File: config.mk
export PLATFORM = sky130hd
export DESIGN_NAME = bridge_window_status_regs
export DESIGN_NICKNAME = d
export VERILOG_FILES = /design/src/shared/bws_pkg.sv /design/src/hdl/bws_window_cmp.sv /design/src/hdl/bridge_window_status_regs.sv
export SDC_FILE = /design/constraint.sdc
export NUM_CORES = 1
export LEC_CHECK = 0
export ABC_AREA = 0
export BUFFER_PORTS_ARGS = -buffer_cell sky130_fd_sc_hd__buf_2
export CORE_ASPECT_RATIO = 0.9
export CORE_MARGIN = 5
export CORE_UTILIZATION = 46
export CTS_CLUSTER_SIZE = 8
export DETAILED_ROUTE_END_ITERATION = 10
export GPL_TIMING_DRIVEN = 1
export HOLD_SLACK_MARGIN = 0.06
export PLACE_DENSITY_LB_ADDON = 0.3
export RECOVER_POWER = 25
export SETUP_SLACK_MARGIN = 0.05
export SYNTH_ARGS = -nofsm -noshare
export SYNTH_HDL_FRONTEND = slang
export SYNTH_SLANG_ARGS = --single-unit
File: constraint.sdc
create_clock -name sys_clk -period 1.5 [get_ports sys_clk]
set_input_delay 0.225 -clock sys_clk [delete_from_list [all_inputs] [get_ports sys_clk]]
set_output_delay 0.225 -clock sys_clk [all_outputs]
set_load 0.01 [all_outputs]
File: src/shared/bws_pkg.sv
// Package: register map, field layout and decode types for the bridge window/status block
package bws_pkg;
   // Register offsets (byte addresses)
   localparam logic [7:0]  OFS_STATUS_IO   = 8'h1c;
   localparam logic [7:0]  OFS_MEM_WINDOW  = 8'h20;
   localparam logic [7:0]  OFS_EVT_STATUS  = 8'h40;
   localparam logic [7:0]  OFS_EVT_MASK    = 8'h44;
   // Status/io register field positions
   localparam int          BIT_ABORT_SENT  = 27;
   localparam int          SEL_TIMING_LO   = 25;
   localparam int          BIT_PARITY_SEEN = 24;
   localparam int          BIT_FAST_CONSEC = 23;
   localparam int          BIT_HIGH_CLOCK  = 21;
   localparam int          IO_CEIL_LO      = 12;
   localparam int          IO_CEIL_W_LO    = 8;
   localparam int          IO_FLOOR_LO     = 4;
   localparam int          IO_FLOOR_W_LO   = 0;
   // Memory window field positions
   localparam int          MEM_CEIL_LO     = 20;
   localparam int          MEM_FLOOR_LO    = 4;
   // Fixed field values
   localparam logic [1:0]  SEL_TIMING_MED  = 2'h1;
   localparam logic [3:0]  IO_WIDTH_32     = 4'h1;
   localparam logic [11:0] IO_LOW_ONES     = 12'hfff;
   localparam logic [11:0] IO_LOW_ZERO     = 12'h000;
   localparam logic [19:0] MEM_LOW_ONES    = 20'hfffff;
   localparam logic [19:0] MEM_LOW_ZERO    = 20'h00000;
   // Event bits in status/mask registers
   localparam int          EVT_ABORT       = 0;
   localparam int          EVT_PARITY      = 1;
   localparam int          EVT_W           = 2;
   // Transaction presented for a forwarding decision
   typedef struct packed {
      logic        valid;
      logic        isIo;
      logic [31:0] addr;
   } bws_txn_t;
endpackage

File: src/hdl/bws_window_cmp.sv
// Inclusive window compare with disable on inverted bounds
module bws_window_cmp #(
   parameter int W = 32
) (
   // Window bounds
   input  wire logic [W-1:0] floorAddr,
   input  wire logic [W-1:0] ceilAddr,
   // Address under test
   input  wire logic [W-1:0] addr,
   // Result
   output logic              hit
);
   // Inverted bounds mean disabled; range check plus an explicit floorAddr <= ceilAddr term
   always_comb
   begin
      hit = (addr >= floorAddr) && (addr <= ceilAddr) && (floorAddr <= ceilAddr);
   end
endmodule

File: src/hdl/bridge_window_status_regs.sv
// Bridge secondary status, I/O window and memory window registers with forward decode
//
// Behaviour
// - Target abort as responder sets abort bit; write one clears; resets zero.
// - Select-timing field reads fixed 01; writes ignored.
// - Uncorrectable data error sets parity bit; write one clears; resets zero.
// - Fast consecutive capability reads constant one.
// - High clock capability reads constant one.
// - Four-bit I/O ceiling field gives bound bits 15:12, low bits all ones.
// - Four-bit I/O floor field in 7:4 gives bits 15:12, low bits zero.
// - Both I/O width code nibbles read 0x1.
// - Forward I/O transactions whose address is inside the I/O window.
// - Twelve-bit memory ceiling in 31:20, low twenty bits all ones.
// - Twelve-bit memory floor in 15:4, low twenty bits zero.
// - Forward memory transactions inside the inclusive memory window.
//
// Implementation choice: the strobed register port.
module bridge_window_status_regs (
   // Clock and reset
   input  wire logic              sys_clk,
   input  wire logic              rst,
   // Register port
   input  wire logic [7:0]        regAddr,
   input  wire logic [31:0]       regWrData,
   input  wire logic              regWrEn,
   input  wire logic              regRdEn,
   output logic      [31:0]       regRdData,
   // Events from the bus side logic (same clock)
   input  wire logic              abortSentEvt,
   input  wire logic              parityErrEvt,
   // Transaction to decide on
   input  wire bws_pkg::bws_txn_t txnIn,
   output logic                   txnForward,
   output logic                   txnValidOut,
   // Interrupt
   output logic                   irq
);
   // State
   logic       abortSent_q, abortSent_d;
   logic       paritySeen_q, paritySeen_d;
   logic [3:0] ioCeil_q, ioCeil_d;
   logic [3:0] ioFloor_q, ioFloor_d;
   logic [11:0] memCeil_q, memCeil_d;
   logic [11:0] memFloor_q, memFloor_d;
   logic [bws_pkg::EVT_W-1:0] evtSts_q, evtSts_d;
   logic [bws_pkg::EVT_W-1:0] evtMask_q, evtMask_d;
   logic [31:0] rdData_d;
   logic        fwd_d, txnValid_d, irq_d;
   logic [31:0] statusWord, memWord;
   logic [15:0] ioFloorAddr, ioCeilAddr;
   logic [31:0] memFloorAddr, memCeilAddr;
   logic        ioHit, memHit;
   logic        wrStatus, wrMem, wrEvt, wrMask;

   // Write strobes per register
   assign wrStatus = regWrEn && (regAddr == bws_pkg::OFS_STATUS_IO);
   assign wrMem    = regWrEn && (regAddr == bws_pkg::OFS_MEM_WINDOW);
   assign wrEvt    = regWrEn && (regAddr == bws_pkg::OFS_EVT_STATUS);
   assign wrMask   = regWrEn && (regAddr == bws_pkg::OFS_EVT_MASK);

   // Read view of status/io register; unlisted bits stay zero
   always_comb
   begin
      statusWord = 32'h0000_0000;
      statusWord[bws_pkg::BIT_ABORT_SENT] = abortSent_q;
      statusWord[bws_pkg::SEL_TIMING_LO +: 2] = bws_pkg::SEL_TIMING_MED;
      statusWord[bws_pkg::BIT_PARITY_SEEN] = paritySeen_q;
      statusWord[bws_pkg::BIT_FAST_CONSEC] = 1'b1;
      statusWord[bws_pkg::BIT_HIGH_CLOCK] = 1'b1;
      statusWord[bws_pkg::IO_CEIL_LO +: 4] = ioCeil_q;
      statusWord[bws_pkg::IO_CEIL_W_LO +: 4] = bws_pkg::IO_WIDTH_32;
      statusWord[bws_pkg::IO_FLOOR_W_LO +: 4] = bws_pkg::IO_WIDTH_32;
      statusWord[bws_pkg::IO_FLOOR_LO +: 4] = ioFloor_q;
   end

   // Memory window read view; reserved nibbles read zero
   always_comb
   begin
      memWord = 32'h0000_0000;
      memWord[bws_pkg::MEM_CEIL_LO +: 12] = memCeil_q;
      memWord[bws_pkg::MEM_FLOOR_LO +: 12] = memFloor_q;
   end

   // Full window bounds from the programmed fields
   always_comb
   begin
      ioCeilAddr   = {ioCeil_q, bws_pkg::IO_LOW_ONES};
      ioFloorAddr  = {ioFloor_q, bws_pkg::IO_LOW_ZERO};
      memCeilAddr  = {memCeil_q, bws_pkg::MEM_LOW_ONES};
      memFloorAddr = {memFloor_q, bws_pkg::MEM_LOW_ZERO};
   end

   // I/O window compare on 16-bit I/O space; upper address bits must be zero
   bws_window_cmp #(
      .W (16)
   ) uIoCmp (
      .floorAddr (ioFloorAddr),
      .ceilAddr  (ioCeilAddr),
      .addr      (txnIn.addr[15:0]),
      .hit       (ioHit)
   );

   // Memory window compare
   bws_window_cmp #(
      .W (32)
   ) uMemCmp (
      .floorAddr (memFloorAddr),
      .ceilAddr  (memCeilAddr),
      .addr      (txnIn.addr),
      .hit       (memHit)
   );

   // Next state of status, window and interrupt registers
   always_comb
   begin
      abortSent_d  = abortSent_q;
      paritySeen_d = paritySeen_q;
      ioCeil_d     = ioCeil_q;
      ioFloor_d    = ioFloor_q;
      memCeil_d    = memCeil_q;
      memFloor_d   = memFloor_q;
      evtSts_d     = evtSts_q;
      evtMask_d    = evtMask_q;
      if (wrStatus && regWrData[bws_pkg::BIT_ABORT_SENT])
      begin
         abortSent_d = 1'b0;
      end
      if (abortSentEvt)
      begin
         abortSent_d = 1'b1;
      end
      if (wrStatus && regWrData[bws_pkg::BIT_PARITY_SEEN])
      begin
         paritySeen_d = 1'b0;
      end
      if (parityErrEvt)
      begin
         paritySeen_d = 1'b1;
      end
      if (wrStatus)
      begin
         ioCeil_d  = regWrData[bws_pkg::IO_CEIL_LO +: 4];
         ioFloor_d = regWrData[bws_pkg::IO_FLOOR_LO +: 4];
      end
      if (wrMem)
      begin
         memCeil_d  = regWrData[bws_pkg::MEM_CEIL_LO +: 12];
         memFloor_d = regWrData[bws_pkg::MEM_FLOOR_LO +: 12];
      end
      // Interrupt status: clear by one, events win
      if (wrEvt)
      begin
         evtSts_d = evtSts_q & ~regWrData[bws_pkg::EVT_W-1:0];
      end
      if (abortSentEvt)
      begin
         evtSts_d[bws_pkg::EVT_ABORT] = 1'b1;
      end
      if (parityErrEvt)
      begin
         evtSts_d[bws_pkg::EVT_PARITY] = 1'b1;
      end
      if (wrMask)
      begin
         evtMask_d = regWrData[bws_pkg::EVT_W-1:0];
      end
   end

   // Output next values: read mux, forward decision, interrupt level
   always_comb
   begin
      rdData_d = 32'h0000_0000;
      if (regRdEn)
      begin
         case (regAddr)
            bws_pkg::OFS_STATUS_IO:  rdData_d = statusWord;
            bws_pkg::OFS_MEM_WINDOW: rdData_d = memWord;
            bws_pkg::OFS_EVT_STATUS: rdData_d = {30'h0, evtSts_q};
            bws_pkg::OFS_EVT_MASK:   rdData_d = {30'h0, evtMask_q};
            default:                 rdData_d = 32'h0000_0000; // Unmapped reads zero
         endcase
      end
      fwd_d = txnIn.valid && (txnIn.isIo ? (ioHit && (txnIn.addr[31:16] == 16'h0000)) : memHit);
      txnValid_d = txnIn.valid;
      irq_d = |(evtSts_d & evtMask_d);
   end

   // Register everything; outputs leave straight from flops
   always_ff @(posedge sys_clk)
   begin
      if (rst)
      begin
         abortSent_q  <= 1'b0;
         paritySeen_q <= 1'b0;
         ioCeil_q     <= 4'h0;
         ioFloor_q    <= 4'h0;
         memCeil_q    <= 12'h000;
         memFloor_q   <= 12'h000;
         evtSts_q     <= '0;
         evtMask_q    <= '0;
         regRdData    <= 32'h0000_0000;
         txnForward   <= 1'b0;
         txnValidOut  <= 1'b0;
         irq          <= 1'b0;
      end
      else
      begin
         abortSent_q  <= abortSent_d;
         paritySeen_q <= paritySeen_d;
         ioCeil_q     <= ioCeil_d;
         ioFloor_q    <= ioFloor_d;
         memCeil_q    <= memCeil_d;
         memFloor_q   <= memFloor_d;
         evtSts_q     <= evtSts_d;
         evtMask_q    <= evtMask_d;
         regRdData    <= rdData_d;
         txnForward   <= fwd_d;
         txnValidOut  <= txnValid_d;
         irq          <= irq_d;
      end
   end

   // Assertions
   AST_ABORT_SET: assert property (@(posedge sys_clk) disable iff (rst)
      abortSentEvt |=> abortSent_q) else $error("abort bit not set");
   AST_ABORT_CLR: assert property (@(posedge sys_clk) disable iff (rst)
      (wrStatus && regWrData[bws_pkg::BIT_ABORT_SENT] && !abortSentEvt) |=> !abortSent_q)
      else $error("abort bit not cleared");
   AST_PARITY_SET: assert property (@(posedge sys_clk) disable iff (rst)
      parityErrEvt |=> paritySeen_q) else $error("parity bit not set");
   AST_CONST_READ: assert property (@(posedge sys_clk) disable iff (rst)
      (regRdEn && regAddr == bws_pkg::OFS_STATUS_IO) |=> (regRdData[26:25] == 2'h1 && regRdData[23]
      && regRdData[21] && regRdData[11:8] == 4'h1 && regRdData[3:0] == 4'h1))
      else $error("fixed status fields wrong");
   AST_RSVD_ZERO: assert property (@(posedge sys_clk) disable iff (rst)
      (regRdEn && regAddr == bws_pkg::OFS_MEM_WINDOW) |=> (regRdData[19:16] == 4'h0 && regRdData[3:0] == 4'h0))
      else $error("reserved bits nonzero");
   AST_MEM_WRITE: assert property (@(posedge sys_clk) disable iff (rst)
      wrMem |=> (memCeil_q == $past(regWrData[31:20]) && memFloor_q == $past(regWrData[15:4])))
      else $error("memory window not written");
   AST_IO_FWD: assert property (@(posedge sys_clk) disable iff (rst)
      (txnIn.valid && txnIn.isIo && txnIn.addr[31:16] == 16'h0000 && txnIn.addr[15:12] >= ioFloor_q
      && txnIn.addr[15:12] <= ioCeil_q && !wrStatus) |=> txnForward)
      else $error("io transaction not forwarded");
   AST_DISABLED: assert property (@(posedge sys_clk) disable iff (rst)
      (txnIn.valid && !txnIn.isIo && memFloor_q > memCeil_q) |=> !txnForward)
      else $error("disabled memory window forwarded");
   AST_IRQ: assert property (@(posedge sys_clk) disable iff (rst)
      (parityErrEvt && evtMask_q[bws_pkg::EVT_PARITY] && !wrMask) |=> irq)
      else $error("interrupt missing");

   // Main scenario coverage
   COV_IO_FWD: cover property (@(posedge sys_clk) txnIn.valid && txnIn.isIo ##1 txnForward);
   COV_MEM_FWD: cover property (@(posedge sys_clk) txnIn.valid && !txnIn.isIo ##1 txnForward);
   COV_SET_CLR: cover property (@(posedge sys_clk) abortSentEvt && wrStatus);
   COV_IRQ: cover property (@(posedge sys_clk) !irq ##1 irq);
endmodule

# After elaboration in Yosys (flattened, before gate mapping)
# Index checks and enable logic that the tools add are counted.
dict set report totals {
  out_inout_bits 35
  register_bits 73
  elab_cells 53
  inputBits 80
}
dict set report classes {
  eq_ne 4
  reduce_logical 17
  bitwise 4
  order_cmp 6
  n_mux 10
}
# cell n
set ops {}
lappend ops {{32-bit one-hot mux with 4 select lines} 1}
lappend ops {{32-bit <= comparator} 2}
lappend ops {{32-bit greater-or-equal comparator} 1}
lappend ops {{16-bit <= comparator} 2}
lappend ops {{8-bit by 7-bit == test with 1-bit output, second input constant} 2}
lappend ops {{16-bit greater-or-equal comparator} 1}
lappend ops {{16-bit zero test} 1}
lappend ops {{1-bit logical AND} 12}
lappend ops {{8-bit by 5-bit == test with 1-bit output, second input constant} 1}
lappend ops {{8-bit by 6-bit == test with 1-bit output, second input constant} 1}
lappend ops {{1-bit 2-to-1 mux} 7}
lappend ops {{2-bit AND} 2}
lappend ops {{2-bit 2-to-1 mux} 2}
lappend ops {{2-bit nonzero test} 2}
lappend ops {{2-bit OR reduction} 2}
lappend ops {{2-bit NOT} 1}
lappend ops {{1-bit NOT} 1}

# Longest topological paths before layout
dict set report logic_depth {
  ltp_word 6
  mapped_depth 8
  ltp_nobuf 8
}

# Hierarchy
# A second synthesis with hierarchy kept.
dict set report unflattened {
  cells_unflattened 736
  hier_area_um2 5918.2
}
# module area_each_um2 n_inst cells_per_inst seq_area_each_um2
set by_module_without_submodules {}
lappend by_module_without_submodules {bridge_window_status_regs 2513.7 1 282 1341.3}
lappend by_module_without_submodules {{bws_window_cmp at uMemCmp} 2282.2 1 304 0.0}
lappend by_module_without_submodules {{bws_window_cmp at uIoCmp} 1122.3 1 150 0.0}

# Least setup slack after synthesis
# OpenSTA, ideal clock, no wires.
dict set report synth_timing {
  path_kind {flip-flop to flip-flop}
  from {register memFloor_q[2]}
  to {register txnForward}
  t_required_ns 1.426
  setup_time_ns 0.074
  path_stages_with_launch 9
  path_buffers 0
  synth_period_minus_slack_ns 1.588
  path_slack_ns -0.088
  t_arrival_ns 1.513
  path_cell_list {dfxtp_1 > inv_1 > ha_1 > nand4b_1 > nor4_1 > a311oi_1 > o41ai_1 > nand4_1 > o21ai_0}
}
dict set report synth_via {
  elab_chain_cells 5
  elab_cells_between_ends 6
  classes_between {order compare (2); mux (1); reduce/logical (3)}
}
# element line_no
set synth_lines {}
lappend synth_lines {{start, declared} bridge_window_status_regs.sv:44} ;# logic [11:0] memFloor_q, memFloor_d;
lappend synth_lines {{start signal, assigned} bridge_window_status_regs.sv:213} ;# memFloor_q <= memFloor_d;
lappend synth_lines {{32-bit greater-or-equal comparator} bws_window_cmp.sv:16} ;# hit = (addr >= floorAddr) && (addr <= ceilAddr) && (floorAddr <= ceilAddr);
lappend synth_lines {{1-bit logical AND} bws_window_cmp.sv:16}
lappend synth_lines {{1-bit logical AND *} bws_window_cmp.sv:16}
lappend synth_lines {{1-bit 2-to-1 mux *} bridge_window_status_regs.sv:183} ;# fwd_d = txnIn.valid && (txnIn.isIo ? (ioHit && (txnIn.addr[31:16] == 16'h0000)) : memHit);
lappend synth_lines {{1-bit logical AND *} bridge_window_status_regs.sv:183}
lappend synth_lines {{end signal, assigned} bridge_window_status_regs.sv:217} ;# txnForward <= fwd_d;
lappend synth_lines {{end, declared} bridge_window_status_regs.sv:33} ;# output logic txnForward,
# Every way passes the cells marked *; elsewhere a longest branch is shown, timed or not.
# A chain may end at the register's enable or synchronous reset.

# Final worst setup path
# Ends and elaborated chain as after synthesis.

==> impl_metrics.json <==
{
  "viasPerCell": 5.39,
  "fin_ws_ns": -0.138,
  "drt_pass1_iterations": 5,
  "io_buffer_count": 102,
  "skew_ns": 0.00666,
  "synth-xor-area-share_pct": 0,
  "r2r_start": "memFloor_q[2]$_SDFFE_PP0P_",
  "post_drt_wl_per_cell_um": 15.5,
  "h-tree-depth": 3,
  "synth_top_family_by_area": "simple AND/OR/NAND/NOR gates",
  "hold_viol_final": 0,
  "tightest_slew_ns": 0.572,
  "whs_endpoint": "memCeil_q[5]$_SDFFE_PP0P_",
  "num_antenna_cells": 0,
  "nNetsFinal": 697,
  "slew_viol_final": 0,
  "violations": "negative setup slack",
  "grt_overflow": 0,
  "dieArea_um2": 9680,
  "worstHoldStart": "regWrData[25]",
  "hpwl_um": 8420,
  "syn_area_um2": 3590,
  "worstSetupStartpointType": "flop",
  "path_clk_slew_ns": 0.07,
  "synth_top_cell_area_share_pct": 37.3,
  "vias": 3621,
  "cpPeakStageDelay_ns": 0.34,
  "path_cells": "inv_2 -> ha_4 -> nand4b_1 -> nor4_2 -> a311oi_1 -> o41ai_1 -> nand4_1 -> o21ai_1",
  "fillCellCount": 701,
  "critPathKind": "flop to flop",
  "async_flop_share_pct": 0,
  "start_util_pct": 47.4,
  "cp.arrival_ns": 1.91,
  "ys_types": 45,
  "yosysSeqAreaShare_pct": 37.3,
  "slowest_stage": "dfxtp_2",
  "ir_drop_mv": 0.676,
  "drive_gt1_share_pct": 28.6,
  "setup_violations": 1,
  "critPathCaptureType": "flop",
  "holdPathStages": 3,
  "dp_cells": 656,
  "ant_nets": 0,
  "clock-root-buffer": "clkbuf_8",
  "syn_avg_cell_area_um2": 8.33,
  "rr_endpoint": "txnForward$_SDFF_PP0_",
  "gp_congestion": 1.01,
  "remaining_drc_errors": 0,
  "synthMuxAreaShare_pct": 1.15,
  "ioPinCount": 115,
  "grt_pass1_wl_um": 16900,
  "max_freq_ghz": 0.610,
  "area_growth_pct": 31.8,
  "cellPowerDensity_nw_per_um2": 827,
  "power_leakage_nw": 1.94,
  "power.total_w": 0.00392,
  "drt_iter0_markers": 205,
  "cts_sinks": 67,
  "routed_wl_um": 10400,
  "synth_edf_count": 0,
  "cp_max_fo": 3,
  "die_y_um": 93.8,
  "timing.final.crit_share_pct": 109,
  "ys_ff_latch": 67,
  "grt_setup_unrepaired": "true",
  "yosys_warnings": 0,
  "grt_pass1_vias": 3662,
  "cts_made_buffers": 9,
  "crit_required_ns": 1.77,
  "reg2reg_slack_ns": -0.14,
  "clockBufferDepth": 2,
  "cts_setup_buffers": 0,
  "maxCapViolCount": 0,
  "outcome": "finished, violations left",
  "synthFlopType": "dfxtp_1",
  "cts_tree": "done",
  "grt_max_degree": 40,
  "max-slew-margin-rel_pct": 61.8,
  "final_cells": 672,
  "syn_inst": 431,
  "hold_class": "input pin to flop",
  "reg2regPathDepth": 8,
  "synth_top_area_cell": "dfxtp_1",
  "dieWidth_um": 103,
  "coreArea_um2": 7580,
  "row_count": 30,
  "yosys.area_share.simple_pct": 22.0,
  "synth_compound_area_share_pct": 15.0,
  "clkLatencyLatePin_ns": 0.34,
  "min_period_ns": 1.64,
  "synth.top_cells.by_area": "dfxtp_1 (37%), ha_1 (16%), a21oi_1 (8.1%), nand3_1 (5.0%), nand2_1 (4.4%)",
  "grtUsageTotal_pct": 22.1,
  "synthAdderAreaFrac_pct": 16.0,
  "antenna_found_initial": 0
}
## stage by stage
| step | setup TNS (ns) | instance area (um2) | hold slack (ns) | setup WS (ns) | util, % |
|---|---|---|---|---|---|
| CTS | -0.118 | 4750 | 0.111 | -0.118 | 62.7 |
| floorplan | -0.0228 | 3610 | 0.342 | -0.0228 | - |
| finish | -0.138 | 4730 | 0.130 | -0.138 | 62.4 |
| global route | -0.218 | 4730 | 0.137 | -0.218 | 62.4 |
| detailed placement | -1.97 | 4480 | 0.446 | -0.303 | 59.0 |
| global placement | -0.882 | 4480 | 0.446 | -0.252 | 59.0 |
## worst max path at each step
stage	startpoint	endpoint	slack, ns
2_1_floorplan	memFloor_q[2]$_SDFFE_PP0P_	txnForward$_SDFF_PP0_	-0.02
3_3_place_gp	memCeil_q[7]$_SDFFE_PP0P_	txnForward$_SDFF_PP0_	-0.25
5_1_grt	memCeil_q[10]$_SDFFE_PP0P_	txnForward$_SDFF_PP0_	-0.22
4_1_cts	memFloor_q[3]$_SDFFE_PP0P_	txnForward$_SDFF_PP0_	-0.12
3_5_place_dp	memCeil_q[7]$_SDFFE_PP0P_	txnForward$_SDFF_PP0_	-0.30
6_report	memFloor_q[2]$_SDFFE_PP0P_	txnForward$_SDFF_PP0_	-0.14
## kinds of logic (layout without fill, tap and decap cells)
kind of cell	after synthesis	after routing
and+or+nand+nor	158	158
buffers and inverters	62	202
DFF	67	67
muxes	4	4
adders and majority gates	46	46
other	1	6
AOI/OAI and AO/OA	93	93
## area by class of cell
type | instances | area (um2) | share of cell area, %
multi-input combinational | 307 | 2020 | 42.8
clock inverter | 5 | 83.8 | 1.77
inverter | 35 | 131 | 2.77
tap | 96 | 120 | 2.54
sequential | 67 | 1350 | 28.5
clock buffer | 11 | 151 | 3.20
timing repair buffer | 151 | 875 | 18.5
## power by group
part           switching (W)  total, W  internal (W)
clock network       0.000702   0.00173       0.00103
registers         0.00000515   0.00179       0.00179
logic               0.000211  0.000389      0.000178
total               0.000918   0.00392       0.00300
## registers in the layout, summed over array words and instances (netlist names)
signal / cells
memFloor_q: 12
regRdData: 26
paritySeen_q: 1
txnValidOut: 1
irq: 1
abortSent_q: 1
ioFloor_q: 4
ioCeil_q: 4
txnForward: 1
evtMask_q: 2
evtSts_q: 2
memCeil_q: 12
## per-layer routing
layer  vias to the layer above  global-route usage, %  routed length, um
met5                         -                      0                  0
met4                         0                   7.12                172
met3                        15                   4.68                978
met2                       142                   35.1               4650
met1                      1655                   29.6               4630
li1                       1809                      -                  -
## critical path: cells and delay by family, from the launching register on
family,cells,cell delay (ns)
compound gates,3,0.49
simple gates,3,0.42
flops,1,0.34
fa+ha+maj,1,0.27
buf+inv,1,0.05
## cells in the final DEF, fill, tap and decap left out, types with 13 or more instances in the layout
cell type | netlist | layout
dfxtp_1 | 67 | 61
clkbuf_1 | 8 | 21
buf_4 | 8 | 46
nand2_1 | 42 | 42
nor2_1 | 24 | 24
a21oi_1 | 58 | 58
inv_1 | 34 | 32
nand4_1 | 13 | 13
nand3_1 | 36 | 36
buf_2 | 8 | 81
ha_1 | 46 | 44
## Yosys cell counts, types with 2 or more instances
cell type   n
nand2_1    42
nor2b_1     3
o21ai_0     7
nand4b_1    2
ha_1       46
and3_1      2
nor4_1     12
a22oi_1    11
nor2_1     24
nand4_1    13
a31oi_1     3
a21oi_1    58
inv_1      34
buf_2       8
mux2i_1     3
a21o_1      5
buf_4       8
clkbuf_1    8
nand3_1    36
nor3_1     12
dfxtp_1    67
and4b_1     2
nand2b_1    3
## timing repair
| action | CTS | global route |
|---|---|---|
| gates resized for setup | 10 | 7 |
| endpoints found under the setup margin | 1 | 2 |
| pin swaps | 2 | 0 |
| hold buffers | 0 | 0 |
| endpoints found under the hold margin | 0 | 0 |
Note: power is estimated with default switching activity, not from simulation.
